<file path="config.mk">
export PLATFORM = sky130hd
export DESIGN_NAME = btc_terminal
export DESIGN_NICKNAME = d
export VERILOG_FILES = /design/src/common/btc_pkg.sv /design/src/hdl/btc_terminal.sv
export VERILOG_INCLUDE_DIRS = /design/src /design/src/common
export SDC_FILE = /design/constraint.sdc
export NUM_CORES = 1
export LEC_CHECK = 0
export BUFFER_PORTS_ARGS = -buffer_cell sky130_fd_sc_hd__buf_2
export CAP_MARGIN = 20
export CORE_MARGIN = 3
export CORE_UTILIZATION = 49
export DETAILED_ROUTE_END_ITERATION = 8
export PLACE_DENSITY_LB_ADDON = 0.05
export SETUP_SLACK_MARGIN = 0.1
export SYNTH_ARGS = -nofsm -noshare
export SYNTH_HDL_FRONTEND = slang
export SYNTH_SLANG_ARGS = --single-unit
</file>
<file path="constraint.sdc">
create_clock -name clk_i -period 2.1 [get_ports clk_i]
set_input_delay 0 -clock clk_i [delete_from_list [all_inputs] [get_ports clk_i]]
set_output_delay 0 -clock clk_i [all_outputs]
set_load 0.05 [all_outputs]
</file>
<file path="src/common/btc_defs.svh">
// offsets, field positions, reset values and timing counts of the terminal control block
`ifndef BTC_DEFS_SVH
`define BTC_DEFS_SVH
// ----------------------------------------------------------------
// timing
// ----------------------------------------------------------------
`define BTC_CLK_NS 100
`define BTC_BIT_NS 1000
`define BTC_BIT_CYC (`BTC_BIT_NS / `BTC_CLK_NS)
`define BTC_HALF_CYC (`BTC_BIT_CYC / 2)
`define BTC_RST_MIN_NS 1000
`define BTC_RST_CYC ((`BTC_RST_MIN_NS + `BTC_CLK_NS - 1) / `BTC_CLK_NS)
`define BTC_FAILSAFE_US 768
`define BTC_FAILSAFE_CYC ((`BTC_FAILSAFE_US * 1000) / `BTC_CLK_NS)
`define BTC_TX_BITS 19
`define BTC_RX_BITS 18
// ----------------------------------------------------------------
// register offsets and fields
// ----------------------------------------------------------------
`define BTC_OFS_CTRL 8'h00
`define BTC_OFS_STATUS 8'h04
`define BTC_OFS_RXWORD 8'h08
`define BTC_OFS_TXWORD 8'h0c
`define BTC_CTRL_TXINH 0
`define BTC_CTRL_RST 1'h0
`define BTC_ADDR_HI 15
`define BTC_ADDR_LO 11
`define BTC_SUB_HI 9
`define BTC_SUB_LO 5
`define BTC_ALL_ONES5 5'h1f
`define BTC_ALL_ZERO5 5'h00
`endif

</file>
<file path="src/common/btc_pkg.sv">
// types of the terminal control block
package btc_pkg;
  typedef enum logic {TX_IDLE, TX_SHIFT} btc_tx_state_t;
  typedef enum logic [1:0] {RX_IDLE, RX_START, RX_SHIFT} btc_rx_state_t;
  typedef struct packed {
    logic address_match;
    logic broadcast;
    logic mode_code_n;
    logic sync_type;
    logic valid_word_n;
    logic fail_safe;
    logic parity_ok;
  } btc_flags_t;
endpackage

</file>
<file path="src/hdl/btc_terminal.sv">
// control, flag and shifting logic of the serial bus remote terminal
//
// Notes on behaviour
// - decoder reset low 1 us: decoder idle, sync type low, valid word high
// - tx window high exactly while transmit shifting is in progress
// - self test: transceiver disabled, encoder output looped into decoder
// - fail-safe cleared by terminal enable rising or master reset
// - address match high after valid command with own address and parity
// - mode code low after valid command with subaddress all ones or zeros
// - low-byte latch high passes D0..D7 to first rank, low holds
// - encoder go low starts transmit at next tx shift clock fall
// - broadcast high after valid command to all ones, unless inhibited
// - selects, latches and encoder go act only while channel select low
// - parity check enable low: parity ok high when strap parity odd
// - 16-bit tri-state parallel bus, bit 15 most significant
// - tx shift clock rises advance transmit shifting while tx window high
// - sync type low after data word, high after command; valid word low
// - master reset low 1 us resets decoder, fail-safe and transmit
//
// The placing of the registers and the Wishbone register port were decided locally.
`timescale 1ns/1ps
`default_nettype none
`include "btc_defs.svh"
module btc_terminal
  import btc_pkg::*;
#(
  parameter int FAILSAFE_CYC = `BTC_FAILSAFE_CYC
) (
  input wire logic clk_i,
  input wire logic rst_i,
  input wire logic wb_cyc_i,
  input wire logic wb_stb_i,
  input wire logic wb_we_i,
  input wire logic [7:0] wb_adr_i,
  input wire logic [3:0] wb_sel_i,
  input wire logic [31:0] wb_dat_i,
  output logic [31:0] wb_dat_o,
  output logic wb_ack_o,
  input wire logic [15:0] bus_data_i,
  output logic [15:0] bus_data_o,
  output logic [15:0] bus_data_oe_o,
  input wire logic channel_select_n_i,
  input wire logic data_select_hi_n_i,
  input wire logic data_select_lo_n_i,
  input wire logic latch_hi_i,
  input wire logic latch_lo_i,
  input wire logic load_tx_n_i,
  input wire logic encoder_go_n_i,
  input wire logic sync_select_i,
  input wire logic self_test_i,
  input wire logic decoder_reset_n_i,
  input wire logic master_reset_n_i,
  input wire logic terminal_enable_event_i,
  input wire logic all_terminals_inhibit_n_i,
  input wire logic parity_check_enable_n_i,
  input wire logic [4:0] term_addr_i,
  input wire logic term_addr_parity_i,
  input wire logic rx_serial_i,
  output logic tx_serial_o,
  output logic tx_enable_o,
  output logic tx_shift_clock_o,
  output logic tx_window_o,
  output logic rx_shift_clock_o,
  output logic rx_window_n_o,
  output btc_flags_t flags_o
);

  // ----------------------------------------------------------------
  // functions
  // ----------------------------------------------------------------
  function automatic logic low_filter(input logic pin_n, input logic [3:0] cnt);
    low_filter = !pin_n && (cnt >= 4'(`BTC_RST_CYC - 1));
  endfunction

  // ----------------------------------------------------------------
  // reset filters
  // ----------------------------------------------------------------
  logic [3:0] master_reset_n_cnt_r;
  logic [3:0] drst_cnt_r;
  logic master_reset_n_hit;
  logic drst_hit;
  assign master_reset_n_hit = low_filter(master_reset_n_i, master_reset_n_cnt_r);
  assign drst_hit = low_filter(decoder_reset_n_i, drst_cnt_r) || master_reset_n_hit;

  always_ff @(posedge clk_i) begin
    if (rst_i || master_reset_n_i) begin
      master_reset_n_cnt_r <= 4'h0;
    end else if (!master_reset_n_hit) begin
      master_reset_n_cnt_r <= master_reset_n_cnt_r + 4'h1;
    end
  end

  always_ff @(posedge clk_i) begin
    if (rst_i || decoder_reset_n_i) begin
      drst_cnt_r <= 4'h0;
    end else if (!low_filter(decoder_reset_n_i, drst_cnt_r)) begin
      drst_cnt_r <= drst_cnt_r + 4'h1;
    end
  end

  // ----------------------------------------------------------------
  // control register and wishbone slave
  // ----------------------------------------------------------------
  logic ctrl_txinh_r;
  logic wb_req;
  logic [15:0] tx1_r;
  logic [15:0] tx2_r;
  logic [15:0] rx1_r;
  logic [15:0] rx2_r;
  assign wb_req = wb_cyc_i && wb_stb_i && !wb_ack_o;

  always_ff @(posedge clk_i) begin
    if (rst_i) begin
      ctrl_txinh_r <= `BTC_CTRL_RST;
    end else if (wb_req && wb_we_i && wb_sel_i[0] && wb_adr_i == `BTC_OFS_CTRL) begin
      ctrl_txinh_r <= wb_dat_i[`BTC_CTRL_TXINH];
    end
  end

  always_ff @(posedge clk_i) begin
    if (rst_i) begin
      wb_ack_o <= 1'b0;
      wb_dat_o <= 32'h0;
    end else begin
      wb_ack_o <= wb_req;
      wb_dat_o <= 32'h0;
      if (wb_req && !wb_we_i) begin
        if (wb_adr_i == `BTC_OFS_CTRL) begin
          wb_dat_o <= {31'h0, ctrl_txinh_r};
        end else if (wb_adr_i == `BTC_OFS_STATUS) begin
          wb_dat_o <= {23'h0, tx_window_o, rx_window_n_o, 7'(flags_o)};
        end else if (wb_adr_i == `BTC_OFS_RXWORD) begin
          wb_dat_o <= {16'h0, rx2_r};
        end else if (wb_adr_i == `BTC_OFS_TXWORD) begin
          wb_dat_o <= {16'h0, tx2_r};
        end
      end
    end
  end

  // ----------------------------------------------------------------
  // parallel side
  // ----------------------------------------------------------------
  logic chan_on;
  assign chan_on = !channel_select_n_i;

  always_ff @(posedge clk_i) begin
    if (rst_i) begin
      tx1_r <= 16'h0;
    end else begin
      if (chan_on && latch_hi_i) begin
        tx1_r[15:8] <= bus_data_i[15:8];
      end
      if (chan_on && latch_lo_i) begin
        tx1_r[7:0] <= bus_data_i[7:0];
      end
    end
  end

  always_ff @(posedge clk_i) begin
    if (rst_i) begin
      tx2_r <= 16'h0;
    end else if (!load_tx_n_i) begin
      tx2_r <= tx1_r;
    end
  end

  always_ff @(posedge clk_i) begin
    if (rst_i) begin
      bus_data_o <= 16'h0;
      bus_data_oe_o <= 16'h0;
    end else begin
      bus_data_o <= rx2_r;
      bus_data_oe_o <= {{8{chan_on && !data_select_hi_n_i}},
                        {8{chan_on && !data_select_lo_n_i}}};
    end
  end

  // ----------------------------------------------------------------
  // encoder: shift clock, transmit shifting and fail-safe
  // ----------------------------------------------------------------
  btc_tx_state_t tx_state_r;
  logic [3:0] tx_div_r;
  logic [4:0] tx_bits_r;
  logic [18:0] tx_shift_r;
  logic [12:0] fs_cnt_r;
  logic tx_rise;
  logic tx_fall;
  logic tx_start;
  logic fs_trip;
  logic tev_d_r;
  assign tx_rise = tx_div_r == 4'(`BTC_BIT_CYC - 1);
  assign tx_fall = tx_div_r == 4'(`BTC_HALF_CYC - 1);
  assign tx_start = tx_state_r == TX_IDLE && tx_fall && chan_on && !encoder_go_n_i
                    && !flags_o.fail_safe;
  assign fs_trip = tx_state_r == TX_SHIFT && fs_cnt_r == 13'(FAILSAFE_CYC - 1);

  always_ff @(posedge clk_i) begin
    if (rst_i || tx_rise) begin
      tx_div_r <= 4'h0;
    end else begin
      tx_div_r <= tx_div_r + 4'h1;
    end
  end

  always_ff @(posedge clk_i) begin
    if (rst_i) begin
      tx_shift_clock_o <= 1'b0;
    end else begin
      tx_shift_clock_o <= tx_rise || (tx_div_r < 4'(`BTC_HALF_CYC - 1));
    end
  end

  always_ff @(posedge clk_i) begin
    if (rst_i || master_reset_n_hit || fs_trip) begin
      tx_state_r <= TX_IDLE;
      tx_bits_r <= 5'h0;
      tx_shift_r <= 19'h0;
    end else if (tx_start) begin
      tx_state_r <= TX_SHIFT;
      tx_bits_r <= 5'(`BTC_TX_BITS);
      tx_shift_r <= {1'b1, sync_select_i, tx2_r, ~^tx2_r};
    end else if (tx_state_r == TX_SHIFT && tx_rise) begin
      tx_shift_r <= {tx_shift_r[17:0], 1'b0};
      tx_bits_r <= tx_bits_r - 5'h1;
      if (tx_bits_r == 5'h1) begin
        tx_state_r <= TX_IDLE;
      end
    end
  end

  always_ff @(posedge clk_i) begin
    if (rst_i || tx_state_r == TX_IDLE && encoder_go_n_i) begin
      fs_cnt_r <= 13'h0;
    end else if (tx_state_r == TX_SHIFT && !fs_trip) begin
      fs_cnt_r <= fs_cnt_r + 13'h1;
    end
  end

  always_ff @(posedge clk_i) begin
    if (rst_i) begin
      tev_d_r <= 1'b0;
    end else begin
      tev_d_r <= terminal_enable_event_i;
    end
  end

  always_ff @(posedge clk_i) begin
    if (rst_i) begin
      tx_window_o <= 1'b0;
      tx_serial_o <= 1'b0;
      tx_enable_o <= 1'b0;
    end else begin
      tx_window_o <= tx_state_r == TX_SHIFT && !fs_trip && !master_reset_n_hit;
      tx_serial_o <= tx_state_r == TX_SHIFT && tx_shift_r[18];
      tx_enable_o <= !self_test_i && !ctrl_txinh_r;
    end
  end

  // ----------------------------------------------------------------
  // decoder: receive shifting and command decode
  // ----------------------------------------------------------------
  btc_rx_state_t rx_state_r;
  logic [3:0] rx_div_r;
  logic [4:0] rx_bits_r;
  logic rx_sync_r;
  logic rx_line;
  logic rx_sample;
  logic rx_done;
  logic [16:0] rx_word;
  logic cmd_ok;
  logic rx_prev_r;
  assign rx_line = self_test_i ? tx_serial_o : rx_serial_i;
  assign rx_sample = rx_div_r == 4'(`BTC_BIT_CYC - 1);
  assign rx_done = rx_state_r == RX_SHIFT && rx_sample && rx_bits_r == 5'h1;
  assign rx_word = {rx1_r[15:0], rx_line};
  assign cmd_ok = rx_done && rx_sync_r && ^{rx1_r, rx_line};

  // a start needs a fresh rise, so a trailing parity one is no start bit
  always_ff @(posedge clk_i) begin
    if (rst_i) begin
      rx_prev_r <= 1'b1;
    end else begin
      rx_prev_r <= rx_line;
    end
  end

  always_ff @(posedge clk_i) begin
    if (rst_i || drst_hit) begin
      rx_state_r <= RX_IDLE;
      rx_div_r <= 4'h0;
      rx_bits_r <= 5'h0;
      rx_sync_r <= 1'b0;
      rx1_r <= 16'h0;
    end else begin
      case (rx_state_r)
        RX_IDLE: begin
          rx_div_r <= 4'h0;
          if (rx_line && !rx_prev_r) begin
            rx_state_r <= RX_START;
          end
        end
        RX_START: begin
          rx_div_r <= rx_div_r + 4'h1;
          if (rx_div_r == 4'(`BTC_HALF_CYC - 1)) begin
            // start bit is half a bit long, so sync centre is half a bit on
            rx_div_r <= 4'(`BTC_HALF_CYC);
            rx_state_r <= RX_SHIFT;
            rx_bits_r <= 5'(`BTC_RX_BITS);
          end
        end
        default: begin
          rx_div_r <= rx_sample ? 4'h0 : rx_div_r + 4'h1;
          if (rx_sample) begin
            rx_bits_r <= rx_bits_r - 5'h1;
            if (rx_bits_r == 5'(`BTC_RX_BITS)) begin
              rx_sync_r <= rx_line;
            end else if (rx_bits_r != 5'h1) begin
              rx1_r <= {rx1_r[14:0], rx_line};
            end else begin
              rx_state_r <= RX_IDLE;
            end
          end
        end
      endcase
    end
  end

  always_ff @(posedge clk_i) begin
    if (rst_i || drst_hit) begin
      rx_window_n_o <= 1'b1;
      rx_shift_clock_o <= 1'b0;
    end else begin
      rx_window_n_o <= rx_state_r != RX_SHIFT || rx_done;
      rx_shift_clock_o <= rx_state_r == RX_SHIFT && rx_sample && rx_bits_r > 5'h1
                          && rx_bits_r != 5'(`BTC_RX_BITS);
    end
  end

  always_ff @(posedge clk_i) begin
    if (rst_i) begin
      rx2_r <= 16'h0;
    end else if (rx_done) begin
      rx2_r <= rx1_r;
    end
  end

  // ----------------------------------------------------------------
  // flags
  // ----------------------------------------------------------------
  always_ff @(posedge clk_i) begin
    if (rst_i || master_reset_n_hit) begin
      flags_o.fail_safe <= 1'b0;
    end else if (fs_trip) begin
      flags_o.fail_safe <= 1'b1;
    end else if (terminal_enable_event_i && !tev_d_r) begin
      flags_o.fail_safe <= 1'b0;
    end
  end

  always_ff @(posedge clk_i) begin
    if (rst_i) begin
      flags_o.parity_ok <= 1'b0;
    end else begin
      flags_o.parity_ok <= !parity_check_enable_n_i && ^{term_addr_i, term_addr_parity_i};
    end
  end

  always_ff @(posedge clk_i) begin
    if (rst_i || drst_hit) begin
      flags_o.sync_type <= 1'b0;
      flags_o.valid_word_n <= 1'b1;
    end else if (rx_state_r == RX_START) begin
      flags_o.valid_word_n <= 1'b1;
    end else if (rx_done) begin
      flags_o.sync_type <= rx_sync_r;
      flags_o.valid_word_n <= !(^{rx1_r, rx_line});
    end
  end

  always_ff @(posedge clk_i) begin
    if (rst_i || drst_hit) begin
      flags_o.address_match <= 1'b0;
      flags_o.broadcast <= 1'b0;
      flags_o.mode_code_n <= 1'b1;
    end else if (cmd_ok) begin
      flags_o.address_match <= rx_word[`BTC_ADDR_HI+1:`BTC_ADDR_LO+1] == term_addr_i
                               && ^{term_addr_i, term_addr_parity_i};
      flags_o.broadcast <= rx_word[`BTC_ADDR_HI+1:`BTC_ADDR_LO+1] == `BTC_ALL_ONES5
                           && all_terminals_inhibit_n_i;
      flags_o.mode_code_n <= !(rx_word[`BTC_SUB_HI+1:`BTC_SUB_LO+1] == `BTC_ALL_ONES5
                               || rx_word[`BTC_SUB_HI+1:`BTC_SUB_LO+1] == `BTC_ALL_ZERO5);
    end
  end
endmodule
`default_nettype wire

</file>
---- Yosys cells after proc, flatten, opt, wreduce, memory -nomap -nowiden ----
Index checks and enable logic that the tools add are counted.
storage, ports and cells
  bits in registers ....................... 200
  bits of input ports ..................... 86
  output and inout port bits .............. 78
  logic and storage cells ................. 193
cells by class
  $add $sub $neg .......................... 7
  order comparisons ....................... 4
  equal/unequal tests ..................... 23
  multiplexer cells ....................... 26
  bitwise operators ....................... 6
  reductions and logical operators ........ 87
operators by type and width
  kind                   number
  $mux 19                2
  $logic_and 1x1->1      34
  $mux 16                2
  $mux 5                 4
  $logic_not 1->1        18
  $reduce_xor 17->1      1
  $add 4x1->4 const B    4
  $eq 8x4->1 const B     2
  $reduce_xnor 16->1     1
  $eq 5x5->1 const B     3
  $add 13x1->13 const B  1
  $eq 13x13->1 const B   1
  $logic_or 1x1->1       11
  $eq 5x1->1 const B     2
  $mux 2                 5
  $pmux 5 s2             1
  $sub 5x1->5 const B    2
  $mux 9                 1
  $eq 4x3->1 const B     2
  $eq 4x4->1 const B     2
  $eq 8x3->1 const B     1
  $ge 4x4->1 const B     2
  $logic_not 8->1        1
  $mux 4                 2
  other kinds (26)       48

---- Longest topological paths before layout ----
Gate-level depths: netlist (run 1).
  depth after elaboration ................. 7
  gate-level depth with buffers ........... 10
  gate-level depth less buffers ........... 8

---- Least setup slack after synthesis (run 1) ----
Ideal clock, no wire load.
  path type ............................... reg2reg
  start point ............................. register tx_serial_o
  end point ............................... register flags_o[6] in the netlist's numbering
  library setup time ...................... 67 ps
  arrival ................................. 2147 ps
  data required time ...................... 2033 ps
  slack ................................... -114 ps
  stages on the path, launching flop included .. 8
  buffers on the path ..................... 1
  period minus slack after synthesis ...... 2214 ps
  cells stage by stage .................... dfxtp_1 mux2i_2 xnor3_1 xnor3_1 and3_1 buf_4 nand2b_1 a21oi_2
on the way
  cells in the longest elaborated chain, start to end .. 3
RTL lines
  element                 line                 RTL
  start, declared         btc_terminal.sv:59   output logic tx_serial_o,
  start signal, assigned  btc_terminal.sv:255  tx_serial_o <= tx_state_r == TX_SHIFT && tx_shift_r[18];
  $mux 1                  btc_terminal.sv:273  assign rx_line = self_test_i ? tx_serial_o : rx_serial_i;
  $reduce_xor 17->1       btc_terminal.sv:277  assign cmd_ok = rx_done && rx_sync_r && ^{rx1_r, rx_line};
  $logic_and 1x1->1       btc_terminal.sv:277
  end, declared           btc_terminal.sv:65   output btc_flags_t flags_o
Every way passes these cells.
A chain may end at the register's enable or synchronous reset.

---- Worst setup path after layout (run 1) ----
  start point ............................. register rx1_r[7]
  end point ............................... register flags_o[6] in the netlist's numbering
on the way
  cells in the longest elaborated chain, start to end .. 2
RTL lines
  element                 line                 RTL
  start, declared         btc_terminal.sv:108  logic [15:0] rx1_r;
  start signal, assigned  btc_terminal.sv:319  rx1_r <= {rx1_r[14:0], rx_line};
  $reduce_xor 17->1       btc_terminal.sv:277
  $logic_and 1x1->1       btc_terminal.sv:277
Every way passes these cells.

==> summary.md, run 1 <==
| Metric | Value |
|---|---|
| Root buffer cell | clkbuf_16 |
| All-Layer GR Usage | 22.2% |
| Number of flops mapped to enable cells by yosys | 0 |
| Share of layout cells above drive strength 1 | 19.0% |
| Number of port buffers | 113 |
| Tcrit/Tclk final | 92.0% |
| Most used cells in the layout excluding fill and tap cells | 173 x dfxtp_1, 113 x buf_2, 111 x nor2_1 |
| DR WL/cell | 16.0 um |
| Height of the die | 131 um |
| Setup repair bufs after CTS | 0 |
| Io pins | ~160 |
| Post-route cell area | 9250 um^2 |
| Max cap viols | 0 |
| Worst Path Required | 2.46 ns |
| Row cnt | 44 |
| Register area share after synthesis | a little under half |
| Die W | 131 um |
| Final core area utilization | 62.2% |
| First DRT Iteration DRCs | 351 |
| RSZ-0062 raised after global routing | no |
| Synthesized area | ~7600 um^2 |
| R2R Setup Slk | 0.17 ns |
| Critical Path AT | 2.29 ns |
| Setup Skew | 0.00693 ns |
| Vias | 6051 |
| Mean Syn Cell Area | 9.16 um^2 |
| Final-report setup violation count | 0 |
| CTS tree | yes |
| Die area | 17100 um^2 |
| Clk sinks | 177 |
| Status | finished clean |
| Netlist cell types | 50 |
| Worst vdd ir | approximately 0.0006 V |
| Most common cell after layout, fill and taps aside | dfxtp_1 |
| Clk buf depth | 2 |
| Worst-path clk slew | ~0.070 ns |
| Fmax | 518 MHz |
| Ys Warns | 0 |
| Global-route wire length before repair | 29.5 mm |
| Fin. max-slew vios | 0 |
| CTS buffer count | 17 |
| Drt pass-1 iters | 4 |
| Setup TNS | 0 ns |
| Fin. Hold Viols | 0 |
| Total gr overflow | 0 |
| Worst skew pair latency | about 0.43 ns |
| Kind of critical path | reg2reg |
| CTS H-Tree Depth | 4 |
| Initial antenna violation count | 0 |
| Synthesized netlist cell count | 832 |
| Largest net degree at the start of global routing | 56 |
| Leak pwr | 3.82 nW |
| Dpl hpwl | about 13 mm |
| Async S/R FF share, synth | 0% |
| Final wirelength | 18.6 mm |
| Critical path capture point type | flip-flop |
| Worst Hold Class | in2reg |
| DP Area | 8360 um^2 |
| DR DRC count | 0 |
| Vias in the first global route | 6020 |
| Fin nets | 1076 |
| Starting density of the core | 51.3% |
| Final antenna-violating net count | 0 |
| CP startpoint kind | flip-flop |
| P&R area growth vs syn | 21.4% |
| Fin crit period | 1.93 ns |
| GP Congestion | 0.819 |
| Relative slew slack | 58.1% |
| PwrDens | 757 nW/um^2 |
| ANT cells | 0 |
| Total core area | around 15000 um^2 |
| FF+latch count, synth | 177 |
| Vias per cell | 5.21 |
| Crit Path Max Fanout | 5 |
| Hold Slack | 0.0417 ns |
| Slew @ Worst Pin | between 0.6 and 0.7 ns |
| Commonest register cell after synthesis | dfxtp_1 |
[sequential cells by signal (all words and copies together), names as in the netlist, 7 cells and up]
| name | flops |
|---|---|
| flags_o | 7 |
| wb_dat_o | 16 |
| fs_cnt_r | 13 |
| tx1_r | 16 |
| tx2_r | 16 |
| tx_shift_r | 19 |
| bus_data_o | 16 |
| rx1_r | 16 |
| rx2_r | 16 |
[metal layers]
layer | share of wire (%) | global-route usage (%) | vias to the layer above
met3 | 3.9 | 5.53 | 31
met5 | 0 | 0 | -
met2 | 49 | 37.9 | 132
met4 | 2.4 | 7.92 | 0
li1 | - | - | 3035
met1 | 45 | 27.3 | 2853
[Yosys cell counts, types with 2 or more instances]
cell type | instances | area [um^2]
dfxtp_1 | 177 | 3540
nor2_1 | 112 | 420
nand2_1 | 83 | 312
mux2i_1 | 61 | 611
a21oi_1 | 43 | 215
xnor2_1 | 39 | 342
clkbuf_1 | 35 | 131
buf_4 | 31 | 233
nand3_1 | 29 | 145
ha_1 | 25 | 313
nor2b_1 | 25 | 156
nor3_1 | 22 | 110
inv_1 | 19 | 71.3
xor2_1 | 19 | 166
a311oi_1 | 18 | 158
nand2b_1 | 12 | 75.1
o311ai_0 | 8 | 70.1
buf_2 | 7 | 35.0
nand4_1 | 6 | 37.5
nor4_1 | 6 | 37.5
and3_1 | 5 | 31.3
o21ai_0 | 5 | 25.0
nand3b_1 | 4 | 30.0
or3_1 | 4 | 25.0
a31oi_1 | 3 | 18.8
and2_1 | 3 | 18.8
buf_1 | 3 | 11.3
nor3b_1 | 3 | 22.5
nor4b_1 | 2 | 17.5
o311a_1 | 2 | 20.0
xnor3_1 | 2 | 45.0
[through the flow]
step	setup WS, ns	cells	power (W)
floorplan	0.104	847	0.00391
global placement	0.139	1098	0.00402
detailed placement	0.127	1098	0.00403
CTS	0.104	1162	0.00707
global route	0.0808	1162	0.00726
finish	0.168	1162	0.00700
[power by group]
part           internal (W)  total (W)  switching, W
Sequential          0.00340    0.00345     0.0000419
Combinational      0.000214   0.000554      0.000341
Clock               0.00165    0.00300       0.00136
[logic make-up after synthesis]
group,count (synthesis),synth area share [%]
simple gates,323,19.7
flops,177,46.5
buf+inv,95,6.32
compound gates,88,7.60
mux,63,8.49
xor+xnor,60,7.25
fa+ha+maj,25,4.10
other cells,1,0.0492
[final cells by class]
cell class | count | area, um^2
Sequential cell | 177 | 3550
Clock inverter | 14 | 133
Tap cell | 184 | 230
Inverter | 19 | 71.3
Timing Repair Buffer | 175 | 1160
Multi-Input combinational cell | 575 | 3670
Clock buffer | 18 | 429
Fill cell | 1278 | 5610
[critical path: stages, from the launching register on]
cell	delay (ns)
dfxtp_2	0.36
inv_1	0.05
ha_1	0.30
xnor2_1	0.19
xnor2_1	0.16
xnor3_1	0.25
and3_2	0.27
nand2b_1	0.16
a21oi_2	0.13
[timing repair]
| action | 4_1_cts | 5_1_grt |
|---|---|---|
| setup endpoints to repair | 1 | 7 |
| hold buffers | 32 | 0 |
| pin swaps | 0 | 2 |
| hold endpoints to repair | 35 | 0 |
| gates resized for setup | 1 | 5 |
[path summary, 6_finish.rpt]
path / from / end / cells after the start
max reg2reg: rx1_r[7]$_SDFFE_PP0P_ / flags_o[6]$_SDFFE_PP0P_ / 8
max: rx1_r[7]$_SDFFE_PP0P_ / flags_o[6]$_SDFFE_PP0P_ / 8
min reg2reg: ctrl_txinh_r$_SDFFE_PP0P_ / tx_enable_o$_SDFF_PP0_ / 1
min: wb_we_i / wb_dat_o[0]$_SDFF_PP0_ / 4
Power figures use the tool's default switching activity.
==> run 2, diff against run 1 <==
--- a/config.mk
+++ b/config.mk
@@ -10,5 +10,5 @@
 export CAP_MARGIN = 20
 export CORE_MARGIN = 3
-export CORE_UTILIZATION = 49
+export CORE_UTILIZATION = 50
 export DETAILED_ROUTE_END_ITERATION = 8
 export PLACE_DENSITY_LB_ADDON = 0.05
==> constraint.sdc (replaced) <==
create_clock -name clk_i -period 2 [get_ports clk_i]
set_input_delay 0.4 -clock clk_i [delete_from_list [all_inputs] [get_ports clk_i]]
set_output_delay 0.4 -clock clk_i [all_outputs]
set_load 0.05 [all_outputs]
==> run 2 against run 1 <==
Net effect: via count grew 0.55%; power grew 9.8%; register-to-register slack lost 0.09 ns; utilization grew 0.67 points; critical path depth is the same; final area is essentially flat; sequential power grew 5%; critical endpoint unchanged; worst hold slack gained 0.080 ns.
==> summary.md, run 2 (synthesis gave the netlist of run 1 again) <==
| Metric | Value |
|---|---|
| Status | finished clean |
| GP Congestion | 0.860 (+5.1%) |
| Setup Skew | 0.0111 ns (+0.00418 ns) |
| Overall Power | 0.00769 W (+9.8%) |
| Vias per cell | 5.31 (+1.9%) |
| Metal2 WL | 9.45 mm (+3.7%) |
| Vias | 6084 (+0.55%) |
| P&R area growth vs syn | 21.3% (about the same) |
| RSZ-0062 raised after global routing | yes |
| Die W | 129 um (-0.96%) |
| All-Layer GR Usage | 22.4% (+0.23 points) |
| Most flops, register | tx_shift_r |
| Die area | 16800 um^2 (-1.9%) |
| Worst-path cell chain | inv_1, ha_4, xnor2_2, xnor2_2, xnor3_1, and3_4, nand2b_1, a21oi_2 |
| Critical path capture point type | flip-flop |
| Relative slew slack | 62.9% (+4.8 points) |
| PwrDens | 831 nW/um^2 (+9.8%) |
| Fmax | 521 MHz (+0.73%) |
| DR DRC count | 0 (unchanged) |
| Delay-heaviest family, CP | XOR/XNOR gates |
| Fin. max-slew vios | 0 (unchanged) |
| CP startpoint kind | flip-flop |
| Crit path max-delay cell type | xnor3_1 |
| Worst Hold Class | in2reg |
| Worst skew pair latency | 0.43 ns (about the same) |
| CTS tree | yes |
| Final core area utilization | 62.9% (+0.67 points) |
| Row cnt | 44 (unchanged) |
| Final wirelength | 18.6 mm (about the same) |
| Max FFs per register | 19 (unchanged) |
| Final-report setup violation count | 0 (unchanged) |
| DR WL/cell | 16.2 um (+1.3%) |
| Starting density of the core | 51.9% (+0.58 points) |
| Crit Path Max Fanout | 5 (unchanged) |
| Max cap viols | 0 (unchanged) |
| Clk sinks | 177 (unchanged) |
| Dpl hpwl | 13.4 mm (-0.59%) |
| Share of layout cells above drive strength 1 | 23.8% (+4.8 points) |
| Root buffer cell | clkbuf_16 |
| Drt pass-1 iters | 5 (+1) |
| WP buf/inv | 1 (unchanged) |
| Dpl ws | -0.152 ns (-0.279 ns) |
| Hold Slack | 0.122 ns (+0.0801 ns) |
| Max layer used | met4 |
| Worst vdd ir | 0.000585 V (-2.3%) |
| Total core area | 14700 um^2 (-1.1%) |
| First DRT Iteration DRCs | 342 (-2.6%) |
| Initial antenna violation count | 0 (unchanged) |
| Global-route wire length before repair | 29.6 mm (+0.38%) |
| CTS buffer count | 17 (unchanged) |
| Post-route setup slack | 0.0822 ns (-0.0860 ns) |
| Inst Count DP | 1111 (+1.2%) |
| Critical Path AT | 2.29 ns (about the same) |
| Io pins | 164 (unchanged) |
| Most used cells in the layout excluding fill and tap cells | 164 x dfxtp_1, 113 x buf_2, 109 x nor2_1 |
| Met3 wire length | 659 um (-8.6%) |
| CP most frequent cell | xnor2_2 |
| Worst-path clk slew | 0.07 ns (about the same) |
| CP peak stage delay | 0.43 ns (+0.07 ns) |
| Vias in the first global route | 6000 (-0.33%) |
| Slew @ Worst Pin | 0.553 ns (-0.0710 ns) |
| Kind of critical path | reg2reg |
| Final antenna-violating net count | 0 (unchanged) |
| Largest net degree at the start of global routing | 47 (-16%) |
| Post-Layout Cell Count | 1146 (-1.4%) |
| Height of the die | 129 um (-0.96%) |
| Tcrit/Tclk final | 95.9% (+3.9 points) |
| Fin. Hold Viols | 0 (unchanged) |
| Post-CTS Hold Buffers | 0 (-100%) |
| ANT cells | 0 (unchanged) |
| Worst Path Required | 2.37 ns (-0.09 ns) |
| Number of port buffers | 113 (unchanged) |
| Fin nets | 1060 (-1.5%) |
| CTS H-Tree Depth | 4 (unchanged) |
| Clk buf depth | 2 (unchanged) |
| Total gr overflow | 0 (unchanged) |
| Metal-1 WL | 7.95 mm (-4.2%) |
| Most common cell after layout, fill and taps aside | dfxtp_1 |
| Leak pwr | 3.80 nW (-0.54%) |
| Fin crit period | 1.92 ns (-0.0140 ns) |
-- run 2: cell types whose count changed in the layout (fill, tap and decap cells not counted), moves of 3 or more --
cell           delta
buf_4            +17
ha_4              +4
xnor2_2           +3
xnor2_1           -4
ha_1              -5
bufinv_16         +3
clkinv_4          -3
dlygate4sd3_1    -32
dfxtp_1           -9
dfxtp_2          +10
-- run 2: metal layers --
| metal | vias up | global-route usage [%] |
|---|---|---|
| met3 | 31 | 5.85 |
| met5 | - | 0 |
| met4 | 0 | 8.74 |
| met2 | 138 | 38.5 |
| li1 | 3004 | - |
| met1 | 2911 | 27.0 |
-- run 2: repair_timing --
| item | in CTS | in global routing |
|---|---|---|
| endpoints found under the setup margin | 16 | 33 |
| pin swaps | 2 | 10 |
| gates cloned | 0 | 1 |
| gates resized for setup | 3 | 32 |
| buffers inserted | 2 | 0 |
-- run 2: through the flow --
| step | area (um^2) | setup TNS, ns |
|---|---|---|
| global placement | 8430 | -0.227 |
| finish | 9250 | 0 |
| floorplan | 7700 | 0 |
| global route | 9250 | -0.00730 |
| detailed placement | 8430 | -0.377 |
| CTS | 9080 | 0 |
-- run 2: worst paths after layout --
check | from | endpoint | slack [ns] | depth (start not counted)
worst max-delay path | rx1_r[7]$_SDFFE_PP0P_ | flags_o[6]$_SDFFE_PP0P_ | 0.08 | 8
worst min-delay path | data_select_hi_n_i | bus_data_oe_o[8]$_SDFF_PP0_ | 0.12 | 2
worst max register to register | rx1_r[7]$_SDFFE_PP0P_ | flags_o[6]$_SDFFE_PP0P_ | 0.08 | 8
worst min register to register | ctrl_txinh_r$_SDFFE_PP0P_ | tx_enable_o$_SDFF_PP0_ | 0.46 | 1
-- run 2: area by class of cell --
type	instances	area (um^2)
Sequential cell	177	3560
Timing Repair Buffer	158	936
Multi-Input combinational cell	576	3830
Clock inverter	13	181
Tap cell	184	230
Clock buffer	19	443
Inverter	19	71.3
Fill cell	1247	5450
-- run 2: power breakdown --
| part | total, W | switching (W) | internal (W) | leakage [nW] |
|---|---|---|---|---|
| Clock | 0.00352 | 0.00140 | 0.00213 | 0.304 |
| Combinational | 0.000549 | 0.000356 | 0.000194 | 2.05 |
| Sequential | 0.00362 | 0.0000417 | 0.00358 | 1.44 |
-- run 2: worst register-to-register path, cell delays in order (launching register included) --
cell and delay, ns:
dfxtp_2 0.33, inv_1 0.06, ha_4 0.24, xnor2_2 0.17, xnor2_2 0.15, xnor3_1 0.43, and3_4 0.22, nand2b_1 0.15
a21oi_2 0.11
